==> src/rtl/hsc_cfg.svh <==
// constants of the hot swap control and alert register bank
`ifndef HSC_CFG_SVH
`define HSC_CFG_SVH
// ==================== command byte offsets
`define HSC_OFS_CTRL_LO   8'h00
`define HSC_OFS_CTRL_HI   8'h01
`define HSC_OFS_ALERT_LO  8'h02
`define HSC_OFS_ALERT_HI  8'h03
`define HSC_OFS_FAULT_LOG 8'h04
`define HSC_OFS_ALARM_LOG 8'h05
`define HSC_OFS_FB_TIME   8'h06
`define HSC_OFS_ALERT_CTL 8'h1C
// ==================== reset values
`define HSC_RST_CTRL_LO   8'hBB
`define HSC_RST_CTRL_HI   8'h02
`define HSC_RST_ALERT     8'h00
`define HSC_RST_LOG       8'h00
`define HSC_RST_FB_TIME   8'hFF
// ==================== low control byte bit positions
`define HSC_B_FAULT_MASK  7
`define HSC_B_ON_DELAY    6
`define HSC_B_POLARITY    5
`define HSC_B_BCAST_ALLOW 4
`define HSC_B_SWITCH_ON   3
`define HSC_B_OC_RETRY    2
`define HSC_B_UV_RETRY    1
`define HSC_B_OV_RETRY    0
// ==================== fault log bit positions
`define HSC_F_SW_BAD      6
`define HSC_F_PIN_CHANGE  4
`define HSC_F_OC          2
`define HSC_F_UV          1
`define HSC_F_OV          0
// ==================== alert control bit positions
`define HSC_A_CLEAR       6
`define HSC_A_FORCE_LOW   5
// ==================== timing
`define HSC_CLK_HZ        50000000
`define HSC_DEBOUNCE_MS   50
`define HSC_RETRY_MS      50
`define HSC_OC_TICKS      256
`define HSC_MS_CYC        (`HSC_CLK_HZ / 1000)
`endif

==> src/rtl/hsc_pkg.sv <==
// types shared by the hot swap control and alert register bank
package hsc_pkg;
    // ==================== switch sequencing
    typedef enum logic [1:0] {
        SW_OFF,
        SW_DEBOUNCE,
        SW_ON,
        SW_RETRY
    } hsc_sw_e;

    // ==================== byte register port
    typedef struct packed {
        logic       wr;
        logic       rd;
        logic       bcast;
        logic [7:0] addr;
        logic [7:0] wdata;
    } hsc_req_s;

    // ==================== threshold selections
    typedef struct packed {
        logic [1:0] power_good_threshold_sel;
        logic [1:0] low_input_threshold_sel;
        logic [1:0] high_input_threshold_sel;
        logic [1:0] input_range_sel;
    } hsc_sel_s;

    // ==================== whole block state
    typedef struct packed {
        logic [7:0]  ctrl_lo;
        hsc_sel_s    ctrl_hi;
        logic [7:0]  alert_lo;
        logic [7:0]  alert_hi;
        logic [7:0]  fault_log;
        logic [7:0]  alarm_log;
        logic [7:0]  fb_time;
        logic        force_low;
        logic        pin_q;
        logic        pin_valid;
        hsc_sw_e     sw;
        logic [21:0] cnt;
        logic [15:0] ms_cnt;
        logic [7:0]  fb_ms;
        logic [7:0]  rdata;
        logic        alert_n;
        logic        switch_on;
    } hsc_state_s;
endpackage : hsc_pkg

==> src/rtl/hsc_regs.sv <==
// hot swap on/off control, alert enables, fault and alarm logs
`timescale 1ns/1ps
`include "hsc_cfg.svh"

// Behaviour
// - fault mask stops pin clearing fault log
// - delay bit adds 50ms switch-on debounce
// - polarity bit sets enable pin active level
// - broadcast writes accepted only when allowed
// - software switch-on bit overrides enable pin
// - overcurrent retry after 256 timer cycles
// - undervoltage retry after 50ms when enabled
// - overvoltage retry after 50ms when enabled
// - power-good threshold select field
// - undervoltage threshold select field
// - overvoltage threshold select field
// - input range select field, default 12V
// - low alert byte enables fault alerts
// - high alert byte enables alarm alerts
// - fault log bits set by events
// - pin change sets fault log bit 4
// - high alarm bits set above maximum
// - low alarm bits set below minimum
// - switch-bad wait in milliseconds, default 255
// - zero wait disables switch-bad detection
// - alert control clears alerts, forces low
module hsc_regs #(
    parameter int DEBOUNCE_CYC   = `HSC_DEBOUNCE_MS * `HSC_MS_CYC,
    parameter int RETRY_CYC      = `HSC_RETRY_MS * `HSC_MS_CYC,
    parameter int TIMER_TICK_CYC = 1,
    parameter int MS_CYC         = `HSC_MS_CYC
) (
    // clock and reset
    input  wire logic             mclk_i,
    input  wire logic             rst_i,
    // byte register port, one request per strobe
    input  wire hsc_pkg::hsc_req_s req_i,
    output logic [7:0]            rdata_o,
    // enable pin and device events
    input  wire logic             enable_pin_i,
    input  wire logic [7:0]       fault_evt_i,
    input  wire logic [7:0]       alarm_evt_i,
    input  wire logic             switch_degraded_i,
    // switch, selections and alert
    output logic                  switch_on_o,
    output hsc_pkg::hsc_sel_s     sel_o,
    output logic                  alert_n_o
);
    import hsc_pkg::*;

    localparam int OC_RETRY_CYC = `HSC_OC_TICKS * TIMER_TICK_CYC;

    hsc_state_s q;
    hsc_state_s next_q;

    // ==================== combinational next state
    // every register and counter lives in one struct so reset and update stay uniform
    always_comb begin
        logic       wr_ok;
        logic       pin_act;
        logic       pin_prev;
        logic       pin_rise;
        logic       pin_fall;
        logic [7:0] f_evt;
        logic       clr_logs;
        logic       fb_fault;
        next_q    = q;
        wr_ok     = req_i.wr && (!req_i.bcast || q.ctrl_lo[`HSC_B_BCAST_ALLOW]);
        pin_act   = enable_pin_i ~^ q.ctrl_lo[`HSC_B_POLARITY];
        pin_prev  = q.pin_q;
        pin_rise  = q.pin_valid && pin_act && !pin_prev;
        pin_fall  = q.pin_valid && !pin_act && pin_prev;
        f_evt     = fault_evt_i;
        f_evt[`HSC_F_PIN_CHANGE] = pin_rise || pin_fall;
        clr_logs  = 1'b0;
        fb_fault  = 1'b0;
        next_q.pin_q     = pin_act;
        next_q.pin_valid = 1'b1;

        // switch-bad wait counts whole milliseconds while degraded and on
        if (q.sw == SW_ON && switch_degraded_i && q.fb_time != `HSC_RST_LOG) begin
            if (q.ms_cnt == 16'(MS_CYC - 1)) begin
                next_q.ms_cnt = '0;
                next_q.fb_ms  = q.fb_ms + 8'h01;
                if (q.fb_ms + 8'h01 >= q.fb_time) begin
                    fb_fault = 1'b1;
                end
            end else begin
                next_q.ms_cnt = q.ms_cnt + 16'h0001;
            end
        end else begin
            next_q.ms_cnt = '0;
            next_q.fb_ms  = '0;
        end
        f_evt[`HSC_F_SW_BAD] = fault_evt_i[`HSC_F_SW_BAD] || fb_fault;

        // switch sequencing: pin first, faults next, software write last
        unique case (q.sw)
            SW_OFF: begin
                if (pin_rise) begin
                    if (q.ctrl_lo[`HSC_B_ON_DELAY]) begin
                        next_q.sw  = SW_DEBOUNCE;
                        next_q.cnt = '0;
                    end else begin
                        next_q.sw = SW_ON;
                    end
                end
            end
            SW_DEBOUNCE: begin
                next_q.cnt = q.cnt + 22'h000001;
                if (!pin_act) begin
                    next_q.sw = SW_OFF;
                end else if (q.cnt == 22'(DEBOUNCE_CYC - 1)) begin
                    next_q.sw = SW_ON;
                end
            end
            SW_ON: begin
                if (pin_fall) begin
                    next_q.sw = SW_OFF;
                end
            end
            SW_RETRY: begin
                if (q.cnt == '0) begin
                    next_q.sw = SW_ON;
                end else begin
                    next_q.cnt = q.cnt - 22'h000001;
                end
            end
        endcase

        // a fault while on switches off, with a retry where enabled
        if (q.sw == SW_ON) begin
            if (f_evt[`HSC_F_OC]) begin
                next_q.sw  = q.ctrl_lo[`HSC_B_OC_RETRY] ? SW_RETRY : SW_OFF;
                next_q.cnt = 22'(OC_RETRY_CYC - 1);
            end else if (f_evt[`HSC_F_UV]) begin
                next_q.sw  = q.ctrl_lo[`HSC_B_UV_RETRY] ? SW_RETRY : SW_OFF;
                next_q.cnt = 22'(RETRY_CYC - 1);
            end else if (f_evt[`HSC_F_OV]) begin
                next_q.sw  = q.ctrl_lo[`HSC_B_OV_RETRY] ? SW_RETRY : SW_OFF;
                next_q.cnt = 22'(RETRY_CYC - 1);
            end else if (f_evt[`HSC_F_SW_BAD]) begin
                next_q.sw = SW_OFF;
            end
        end

        // pin going active clears the fault log unless masked
        if (pin_rise && !q.ctrl_lo[`HSC_B_FAULT_MASK]) begin
            next_q.fault_log = '0;
        end

        // register writes; logs store the written byte
        if (wr_ok) begin
            unique case (req_i.addr)
                `HSC_OFS_CTRL_LO: begin
                    next_q.ctrl_lo = req_i.wdata;
                    next_q.sw = req_i.wdata[`HSC_B_SWITCH_ON] ? SW_ON : SW_OFF;
                end
                `HSC_OFS_CTRL_HI:   next_q.ctrl_hi   = req_i.wdata;
                `HSC_OFS_ALERT_LO:  next_q.alert_lo  = req_i.wdata;
                `HSC_OFS_ALERT_HI:  next_q.alert_hi  = req_i.wdata;
                `HSC_OFS_FAULT_LOG: next_q.fault_log = req_i.wdata;
                `HSC_OFS_ALARM_LOG: next_q.alarm_log = req_i.wdata;
                `HSC_OFS_FB_TIME:   next_q.fb_time   = req_i.wdata;
                `HSC_OFS_ALERT_CTL: begin
                    next_q.force_low = req_i.wdata[`HSC_A_FORCE_LOW];
                    clr_logs = req_i.wdata[`HSC_A_CLEAR];
                end
                default: ;
            endcase
        end
        if (clr_logs) begin
            next_q.fault_log = '0;
            next_q.alarm_log = '0;
        end

        // new events set log bits after any clear, so a set wins
        next_q.fault_log = next_q.fault_log | f_evt;
        next_q.alarm_log = next_q.alarm_log | alarm_evt_i;

        // switch_on_command bit reads back the switch state
        next_q.ctrl_lo[`HSC_B_SWITCH_ON] = (next_q.sw == SW_ON);
        next_q.switch_on = (next_q.sw == SW_ON);

        // alert is low while any enabled log bit stands or software forces it
        next_q.alert_n = !(|(next_q.fault_log & next_q.alert_lo) ||
                           |(next_q.alarm_log & next_q.alert_hi) ||
                           next_q.force_low);

        // read data, one cycle after the strobe; unmapped reads zero
        if (req_i.rd) begin
            unique case (req_i.addr)
                `HSC_OFS_CTRL_LO:   next_q.rdata = q.ctrl_lo;
                `HSC_OFS_CTRL_HI:   next_q.rdata = q.ctrl_hi;
                `HSC_OFS_ALERT_LO:  next_q.rdata = q.alert_lo;
                `HSC_OFS_ALERT_HI:  next_q.rdata = q.alert_hi;
                `HSC_OFS_FAULT_LOG: next_q.rdata = q.fault_log;
                `HSC_OFS_ALARM_LOG: next_q.rdata = q.alarm_log;
                `HSC_OFS_FB_TIME:   next_q.rdata = q.fb_time;
                `HSC_OFS_ALERT_CTL: begin
                    next_q.rdata = '0;
                    next_q.rdata[`HSC_A_FORCE_LOW] = q.force_low;
                end
                default:            next_q.rdata = '0;
            endcase
        end
    end

    // ==================== state register
    always_ff @(posedge mclk_i) begin
        if (rst_i) begin
            q           <= '0;
            q.ctrl_lo   <= `HSC_RST_CTRL_LO;
            q.ctrl_hi   <= `HSC_RST_CTRL_HI;
            q.alert_lo  <= `HSC_RST_ALERT;
            q.alert_hi  <= `HSC_RST_ALERT;
            q.fault_log <= `HSC_RST_LOG;
            q.alarm_log <= `HSC_RST_LOG;
            q.fb_time   <= `HSC_RST_FB_TIME;
            q.sw        <= SW_ON;   // switch_on_command defaults to 1
            q.switch_on <= 1'b1;
            q.alert_n   <= 1'b1;
        end else begin
            q <= next_q;
        end
    end

    // ==================== outputs, all from state flops
    assign rdata_o     = q.rdata;
    assign switch_on_o = q.switch_on;
    assign sel_o       = q.ctrl_hi;
    assign alert_n_o   = q.alert_n;
endmodule : hsc_regs

==> config.mk <==
export PLATFORM = sky130hd
export DESIGN_NAME = hsc_regs
export DESIGN_NICKNAME = d
export VERILOG_FILES = /design/src/rtl/hsc_pkg.sv /design/src/rtl/hsc_regs.sv
export VERILOG_INCLUDE_DIRS = /design/src /design/src/rtl
export SDC_FILE = /design/constraint.sdc
export NUM_CORES = 1
export LEC_CHECK = 0
export BUFFER_PORTS_ARGS = -buffer_cell sky130_fd_sc_hd__buf_2
export CORE_MARGIN = 10
export CORE_UTILIZATION = 50
export CTS_BUF_LIST = sky130_fd_sc_hd__clkbuf_8
export DETAILED_ROUTE_END_ITERATION = 7
export PLACE_DENSITY = 0.69
export SLEW_MARGIN = 0
export SYNTH_ARGS = -nofsm -noshare
export SYNTH_HDL_FRONTEND = slang
export SYNTH_SLANG_ARGS = --single-unit
==> constraint.sdc <==
create_clock -name mclk_i -period 3.9 [get_ports mclk_i]
set_input_delay 0.195 -clock mclk_i [delete_from_list [all_inputs] [get_ports mclk_i]]
set_output_delay 0.195 -clock mclk_i [all_outputs]
set_load 0.01 [all_outputs]
==> out/qor.txt, run 1 <==
Async S/R FF share, synth -> 0%
Cts bufs inserted -> 17
Most common cell after layout, fill and taps aside -> dfxtp_1
Grt ovf -> 0
Total track usage -> 22.0%
Chip height -> 135 um
Via density per instance -> 6.04
Highest routed metal layer -> met4
Syn avg cell area -> 7.82 um^2
H-tree depth -> 4
Prevailing post-synth register cell -> dfxtp_1
Slew HR -> 29.2%
CTS max path bufs -> 2
Commonest non-fill, non-tap cells in the layout -> dfxtp_1, nor2_1, nand2_1
CP Capture Type -> register
Area delta synth->final -> 10.9%
CTS clk-pin slew, worst paths -> 0.07 ns
Port Buf Inserts -> 55
Final WL -> 19,900 um
Seq cells post-synth -> 116
Number of cell rows -> 41
Worst EP required -> 4.29 ns
Critical path fanouts, max -> 4
Die Span X -> 135 um
CTS tree -> built
Cells after Synth -> 842
Power Dens Cells -> 394 mW/mm^2
Cell variety after synth -> 66
DRC errors left -> 0
Post-synth top area share -> 35.3%
Dpl cell area -> 0.00681 mm^2
Reg2reg setup slack -> 0.88 ns
Clock sink count -> 116
Synth Area in Simple Gates -> 25.2%
Hold WC Path Type -> primary input to register
Max-cap viol count -> 0
Startpoint types -> register
Final Max Tran Viols -> 0
Detailed-router iteration count before antenna repair -> 5
FF+latch area -> 0.00232 mm^2
Largest family of logic cells by synthesized area -> simple AND/OR/NAND/NOR gates
Post-DP HPWL -> 14,300 um
Worst endpoint data arrival time -> 3.41 ns
Postcts setup bufs -> 0
Mux share of post-synthesis cell area -> 6.22%
Final #Nets -> 919
Multi-input logic area -> 0.00385 mm^2
Worst skew pair latency -> 0.46 ns
Syn Nets -> 893
Final Skew -> 0.0124 ns
Sequential fraction of the synthesis area -> 35.3%
Initial antenna violation count -> 0
IO Pins -> 57
Routability cong. -> 0.961
Die ar. -> 0.0182 mm^2
DRT met1 WL -> 8940 um
EDFF count, synth -> 0
First-pass GRT wire length -> 31,800 um
Largest net degree at the start of global routing -> 53
Hold_ws -> 0.0665 ns
WS Path Type -> register to register
Final instance area -> 0.00730 mm^2
Antenna diodes -> 0
Setup_tns -> 0 ns
Max rail drop VDD -> 0.244 mV
Final Cycle Share -> 77.4%
Routed len/inst -> 18.9 um
Fraction of layout cells with a size suffix above 1 -> 13.4%
Synth Area in Adders -> 2.28%
Status -> finished, final reports clean
Initial Util -> 51.5%
Compound-Gate Fraction of Synth Area -> 18.4%
Minimum clock period -> 3.02 ns
Vias in the first global route -> 6,129
Post-Synth XOR/XNOR Area -> 6.39%
Final setup fails -> 0
Root Buffer -> clkbuf_8
Met2 wire len -> 9020 um
Slew @ Worst Pin -> 1.06 ns
Synthesized area -> 0.00658 mm^2
Metal3 WL -> 1640 um
Max Clk Rate -> 331 MHz
Synth area leaders -> dfxtp_1, nor2_1, a21oi_1
Final Hold Viols -> 0
RSZ-0062 raised after global routing -> false
Core ar. -> 0.0128 mm^2
Leak -> 2.92 nW
Fillers -> 1,204
Via Count -> 6,363
DRT antenna net count -> 0
Synth warn -> 0
Area leader, netlist -> dfxtp_1
Iter 0 DRT Violations -> 764
## routing by layer
metal | vias up | track usage [%]
li1 | 3031 | -
met1 | 3019 | 29.0
met2 | 283 | 33.9
met3 | 30 | 5.45
met4 | 0 | 8.16
met5 | - | 0
## logic make-up after synthesis
group | count (synthesis)
flip-flops | 116
AND/OR/NAND/NOR | 345
multiplexers | 40
buffers and inverters | 89
XOR/XNOR | 48
adder cells (fa/ha/maj) | 12
AO/OA/AOI/OAI | 192
## critical path: stages (launching register included)
cell       delay (ns)
dfxtp_1          0.40
ha_1             0.23
nand3_1          0.16
nor2_1           0.19
xor2_1           0.20
ha_1             0.28
nand2_1          0.07
nor2_1           0.04
a2111oi_0        0.36
a21oi_1          0.25
o211a_1          0.28
o31ai_1          0.29
nor2b_1          0.20
## cell usage after synthesis (13+ instances only)
cell and number:
nor2_1 114, a21oi_1 70, nor3_1 15, mux2i_1 33
and3_1 13, nand3_1 41, inv_1 24, xor2_1 25
o21ai_0 35, clkbuf_1 41, buf_4 17, dfxtp_1 116
nand2_1 91, xnor2_1 23
## worst paths after layout
path / start / endpoint / depth (start not counted)
max: q[10] / q[112] / 12
min: enable_pin_i / q[59] / 3
max reg2reg: q[10] / q[112] / 12
min reg2reg: q[18] / q[18] / 1
## report_power, final
group	switching [W]	internal [W]
registers	0.0000885	0.00123
logic	0.000275	0.000161
clock network	0.000495	0.000625
## area by class of cell
type                    instances  area share, %
multi-input cells             637           52.8
well taps                     172           2.95
flip-flops and latches        116           31.8
clock buffers                  21           3.96
repair buffers                 71           5.73
inverters                      25           1.29
clock inverters                11           1.49
## state kept, by name (all words and copies together) (netlist names)
name       count
alert_n_o      1
q             99
sel_o          8
rdata_o        8
## through the flow
stage	cells	setup slack [ns]	total power, W	util, %
floorplan	842	1.44	0.00163	-
global placement	1012	1.08	0.00175	53.3
detailed placement	1012	1.02	0.00176	53.3
CTS	1053	0.913	0.00288	57.1
global route	1053	0.645	0.00300	57.1
finish	1053	0.882	0.00288	57.1
## what timing repair did
item,CTS,global route
hold buffers,9,0
resized for setup,0,0
endpoints found under the hold margin,9,0
No activity file was read; power rests on OpenSTA's default activity.
==> run 2: changes to the inputs <==
- ABC_AREA: default -> 1
- PLACE_DENSITY: 0.69 -> 0.71
- clock period: 3.9 -> 2.7 ns (I/O delays scaled with it)
==> out/qor.txt, run 2 <==
Iter 0 DRT Violations -> 844 (+10%)
Vias in the first global route -> 7,112 (+16%)
Synth warn -> 0 (unchanged)
DRC errors left -> 0 (unchanged)
Final Max Tran Viols -> 0 (unchanged)
CTS tree -> built
Met3 usage -> 4.94% (-0.51 points)
Post-synth top area share -> 30.9% (-4.4 points)
Final Hold Viols -> 0 (unchanged)
Number of cells on the worst hold path -> 3 (unchanged)
Port Buf Inserts -> 55 (unchanged)
Final WL -> 23,000 um (+16%)
Async S/R FF share, synth -> 0% (unchanged)
EDFF count, synth -> 0 (unchanged)
Final Cycle Share -> 91.3% (+14 points)
Slew @ Worst Pin -> 0.761 ns (-0.302 ns)
First-pass GRT wire length -> 37,200 um (+17%)
Sequential fraction of the synthesis area -> 30.9% (-4.4 points)
Critical path fanouts, max -> 3 (-1)
CP Capture Type -> register
Post-DP HPWL -> 17,600 um (+23%)
Worst skew pair latency -> 0.45 ns (about the same)
Met2 Track Usage GR -> 36.4% (+2.5 points)
Hold WC Path Type -> primary input to register
Die ar. -> 0.0204 mm^2 (+12%)
Dpl cell area -> 0.00780 mm^2 (+15%)
Critical R2R Launch -> q[12]
Root Buffer -> clkbuf_8
Synth Area in Simple Gates -> 35.6% (+10 points)
Chip height -> 143 um (+5.9%)
Switching Share -> 33.5% (+3.7 points)
Routability cong. -> 0.990 (+3.0%)
Clock power share -> 37.9% (-1.1 points)
Total track usage -> 22.9% (+0.87 points)
Synthesized area -> 0.00752 mm^2 (+14%)
IO Pins -> 57 (unchanged)
Reg2reg end -> q[112]
Prevailing post-synth register cell -> dfxtp_1
Syn Nets -> 1,221 (+37%)
Setup_tns -> 0 ns (unchanged)
H-tree depth -> 4 (unchanged)
WS Path Type -> register to register
Power Dens Cells -> 536 mW/mm^2 (+36%)
Seq cells post-synth -> 116 (unchanged)
Worst EP required -> 3.04 ns (-1.25 ns)
Fraction of layout cells with a size suffix above 1 -> 13.3% (-0.071 points)
Max-cap viol count -> 0 (unchanged)
Via Count -> 7,778 (+22%)
DRT antenna net count -> 0 (unchanged)
Reg2Reg Depth -> 17 (+5)
Final #Nets -> 1,270 (+38%)
Routed len/inst -> 16.3 um (-14%)
Commonest non-fill, non-tap cells in the layout -> nand2_1, inv_1, nor2_1
Syn avg cell area -> 6.43 um^2 (-18%)
Clock sink count -> 116 (unchanged)
Area delta synth->final -> 11.3%
Number of flip-flops in the largest register -> 99 (unchanged)
Worst endpoint data arrival time -> 2.81 ns (-0.60 ns)
P_sw -> 0.00151 W (+75%)
Grt ovf -> 0 (unchanged)
Area leader, netlist -> dfxtp_1
Final instance area -> 0.00838 mm^2 (+15%)
GR peak layer -> met2
Max rail drop VDD -> 0.435 mV (+78%)
Core ar. -> 0.0146 mm^2 (+15%)
Mux share of post-synthesis cell area -> 0% (-6.2 points)
Comb power frac -> 19.8% (+4.7 points)
Status -> finished, final reports clean
Most common cell in the netlist -> nand2_1
Synth cell count leaders -> nand2_1, inv_1, nor2_1, dfxtp_1, nand3_1
Cells after Synth -> 1,170 (+39%)
Cell variety after synth -> 48 (-27%)
Hold_sp -> fault_evt_i[1]
Hold path endpoint -> q[78]
Antenna diodes -> 0 (unchanged)
Compound-Gate Fraction of Synth Area -> 15.7% (-2.7 points)
Leak -> 3.95 nW (+35%)
Initial antenna violation count -> 0 (unchanged)
Largest family of logic cells by synthesized area -> simple AND/OR/NAND/NOR gates
Biggest register -> q
Via density per instance -> 5.50 (-9.0%)
Largest net degree at the start of global routing -> 36 (-32%)
Power Internal -> 0.00299 W (+48%)
Final setup fails -> 0 (unchanged)
Synth area leaders -> dfxtp_1, nand2_1, inv_1
Die Span X -> 143 um (+5.9%)
Minimum clock period -> 2.46 ns (-0.555 ns)
Slew HR -> 48.9% (+20 points)
Number of cell rows -> 44 (+7.3%)
GR Layer Usage met1 -> 29.4% (+0.38 points)
RSZ-0062 raised after global routing -> false
CTS clk-pin slew, worst paths -> 0.08 ns (about the same)
Detailed-router iteration count before antenna repair -> 8 (+3)
Startpoint types -> register
Max Clk Rate -> 406 MHz (+23%)
CTS max path bufs -> 2 (unchanged)
Final core occ -> 57.2% (+0.067 points)
Final Skew -> 0.0167 ns (+0.00430 ns)
Post-Synth XOR/XNOR Area -> 1.98% (-4.4 points)
Cts bufs inserted -> 17 (unchanged)
Most common cell after layout, fill and taps aside -> nand2_1
Sequential share of power -> 42.3% (-3.6 points)
Synth Area in Adders -> 2.00% (-0.29 points)
Reg2reg setup slack -> 0.24 ns (-0.65 ns)
Initial Util -> 51.4% (-0.14 points)
## run 2: how the worst max path moves through the flow
stage               start  endpoint
floorplan           q[10]    q[112]
global placement    q[10]    q[112]
detailed placement  q[10]    q[112]
CTS                 q[10]    q[112]
global route        q[12]    q[112]
finish              q[12]    q[112]
## run 2: power groups by stage
stage | registers (W) | logic, W | clock network [W]
5_1_grt | 0.00191 | 0.000981 | 0.00178
6_report | 0.00190 | 0.000889 | 0.00170
3_5_place_dp | 0.00193 | 0.000850 | 0
4_1_cts | 0.00189 | 0.000869 | 0.00171
2_1_floorplan | 0.00187 | 0.000637 | 0
3_3_place_gp | 0.00193 | 0.000848 | 0
## run 2: area by class of cell
type,count,area (um^2)
fill,1463,6270
multi-input combinational,808,4180
sequential,116,2320
inverter,196,741
timing repair buffer,80,498
clock buffer,18,248
tap,184,230
clock inverter,13,160
## run 2: metrics by stage
stage               hold WS, ns  std cells  power, W  setup slack [ns]
finish                   0.0251       1415   0.00449             0.236
global route             0.0335       1415   0.00468           0.00155
CTS                      0.0137       1414   0.00448            0.0181
detailed placement        0.406       1369   0.00278            0.0274
global placement          0.398       1369   0.00278             0.103
floorplan                 0.265       1170   0.00250             0.395
## run 2: worst max-delay path, stage by stage, from the launching register on
cell and delay, ns:
dfxtp_2 0.35, inv_1 0.07, nor3_4 0.20, nand3_2 0.11
nor2_1 0.10, nand2_1 0.06, xor2_1 0.17, inv_1 0.07
ha_1 0.29, a21oi_1 0.14, o21a_1 0.13, nand2_1 0.06
nand2_2 0.10, nand3_1 0.08, nand2_1 0.07, o21ai_0 0.10
nor3_1 0.21, nor2_1 0.06
## run 2: per-layer routing
layer	vias up	share of wire, %	routed length, um
met5	-	0	0
met4	0	3.5	806
met3	52	8.1	1870
met2	334	45	10400
met1	3500	43	9920
li1	3892	-	-
## run 2: timing repair
item,in CTS,in global routing
setup endpoints to repair,0,5
hold buffers,14,0
resized for setup,0,6
setup buffers,0,1
hold endpoints to repair,14,0
## run 2: cells by family after synthesis
kind of cell / Yosys count
AO/OA/AOI/OAI: 202
XOR/XNOR: 17
adder cells (fa/ha/maj): 12
buffers and inverters: 246
flip-flops: 116
AND/OR/NAND/NOR: 577
==> run 3: changes to the inputs <==
- CORE_MARGIN: 10 -> 4
==> out/qor.txt, run 3 (synthesis gave the netlist of run 2 again) <==
Biggest register -> q
DRT met1 WL -> 9890 um (-0.34%)
Iter 0 DRT Violations -> 782 (-7.3%)
Highest routed metal layer -> met4
Post-DP HPWL -> 17,100 um (-2.7%)
Commonest non-fill, non-tap cells in the layout -> nand2_1, inv_1, nor2_1
Die Span X -> 131 um (-8.4%)
Final Max Tran Viols -> 0 (unchanged)
Worst endpoint data arrival time -> 2.80 ns (about the same)
Cts bufs inserted -> 17 (unchanged)
Via Count -> 7,726 (-0.67%)
IO Pins -> 57 (unchanged)
Number of cell rows -> 44 (unchanged)
Port Buf Inserts -> 55 (unchanged)
CTS tree -> built
Minimum clock period -> 2.45 ns (-0.00909 ns)
Vias in the first global route -> 7,044 (-0.96%)
Detailed-router iteration count before antenna repair -> 8 (unchanged)
Worst skew pair latency -> 0.46 ns (about the same)
Reg2reg setup slack -> 0.25 ns (about the same)
Fillers -> 1,471 (+0.55%)
FF+latch area -> 0.00232 mm^2 (about the same)
Root Buffer -> clkbuf_8
Most common cell after layout, fill and taps aside -> nand2_1
Worst EP required -> 3.05 ns (about the same)
Fraction of layout cells with a size suffix above 1 -> 13.4% (+0.092 points)
Slew HR -> 43.4% (-5.5 points)
WS Path Type -> register to register
Status -> finished, final reports clean
Power Dens Cells -> 525 mW/mm^2 (-2.2%)
Antenna diodes -> 0 (unchanged)
Met2 wire len -> 10,100 um (-3.0%)
Final Hold Viols -> 0 (unchanged)
Final Skew -> 0.0127 ns (-0.00402 ns)
RSZ-0062 raised after global routing -> false
Largest net degree at the start of global routing -> 36 (unchanged)
CTS max path bufs -> 2 (unchanged)
Area delta synth->final -> 11.1%
Initial antenna violation count -> 0 (unchanged)
Initial Util -> 51.4% (unchanged)
Routability cong. -> 0.994 (+0.33%)
First-pass GRT wire length -> 36,200 um (-2.6%)
DRC errors left -> 0 (unchanged)
PnR worst setup slack -> 0.245 ns (+0.00909 ns)
Routed len/inst -> 16.1 um (-0.79%)
Setup_tns -> 0 ns (unchanged)
Final #Nets -> 1,269 (-0.079%)
Leak -> 3.90 nW (-1.2%)
H-tree depth -> 4 (unchanged)
Via density per instance -> 5.46 (-0.60%)
Clock sink count -> 116 (unchanged)
Slew @ Worst Pin -> 0.842 ns (+0.0814 ns)
Core ar. -> 0.0146 mm^2 (unchanged)
Final WL -> 22,800 um (-0.86%)
CP Capture Type -> register
Pre-CTS setup slack -> 0.0397 ns (+0.0123 ns)
CTS clk-pin slew, worst paths -> 0.07 ns (about the same)
Number of flip-flops in the largest register -> 99 (unchanged)
DRT antenna net count -> 0 (unchanged)
Grt ovf -> 0 (unchanged)
Max Clk Rate -> 407 MHz (+0.37%)
Max-cap viol count -> 0 (unchanged)
Die ar. -> 0.0171 mm^2 (-16%)
Total track usage -> 27.4% (+4.6 points)
Final Cycle Share -> 90.9% (-0.34 points)
Metal3 WL -> 1690 um (-10%)
Startpoint types -> register
Hold WC Path Type -> primary input to register
Max rail drop VDD -> 0.386 mV (-11%)
Chip height -> 131 um (-8.4%)
Multi-input logic area -> 0.00419 mm^2 (+0.33%)
Critical path fanouts, max -> 3 (unchanged)
Final setup fails -> 0 (unchanged)
## run 3: cell types whose count changed in the layout (fill, tap and decap cells not counted), sizes merged
cell,change
clkinvlp,+3
buf,-2
inv,-2
bufinv,-1
dlygate4sd3,+1
## run 3: layout make-up
class                   instances  area share (%)
clock inverters                13            1.63
repair buffers                 79            5.90
clock buffers                  18            2.96
well taps                     184            2.75
inverters                     196            8.86
multi-input cells             808            50.1
flip-flops and latches        116            27.8
## run 3: final timing paths
check / start / cells after the start / end
min reg2reg: rdata_o[6] / 2 / rdata_o[6]
max: q[10] / 18 / q[112]
max reg2reg: q[10] / 18 / q[112]
min: fault_evt_i[1] / 3 / q[78]
## run 3: through the flow
stage / util [%] / hold slack [ns] / total power [W] / instances / area (um^2)
after floorplan: - / 0.265 / 0.00250 / 1170 / 7520
after global routing: 57.1 / 0.0103 / 0.00459 / 1414 / 8360
after global placement: 53.2 / 0.401 / 0.00277 / 1367 / 7780
final: 57.1 / 0.0245 / 0.00439 / 1414 / 8360
after CTS: 56.8 / 0.00437 / 0.00438 / 1413 / 8320
after detailed placement: 53.2 / 0.401 / 0.00278 / 1367 / 7780
## run 3: critical path: stages, from the launching register on
cell	delay, ns
dfxtp_1	0.38
inv_1	0.10
nor3_2	0.18
nand3_1	0.14
nor2_1	0.13
nand2_1	0.07
xor2_1	0.17
inv_1	0.09
ha_4	0.28
nand2_1	0.06
o21a_1	0.18
nand2_1	0.07
nand2_2	0.07
nand3_1	0.07
nand2_1	0.06
o21ai_2	0.08
nor2_1	0.06
nor2_1	0.12
nor2_1	0.06
## run 3: what timing repair did
item | 4_1_cts | 5_1_grt
pin swaps | 0 | 4
setup endpoints to repair | 1 | 4
setup buffers | 0 | 1
resized for setup | 1 | 7
hold endpoints to repair | 15 | 0
cloned | 0 | 0
hold buffers | 15 | 0
## run 3: power by group
part | internal (W) | leakage [nW] | switching [W]
Combinational | 0.000274 | 2.77 | 0.000620
Sequential | 0.00178 | 0.946 | 0.000119
Clock | 0.000833 | 0.180 | 0.000758
Total | 0.00289 | 3.90 | 0.00150
## run 3: per-layer routing
metal	track usage, %	vias up
met5	0	-
met4	14.6	0
met3	5.81	65
met2	42.3	326
met1	36.0	3465
li1	-	3870
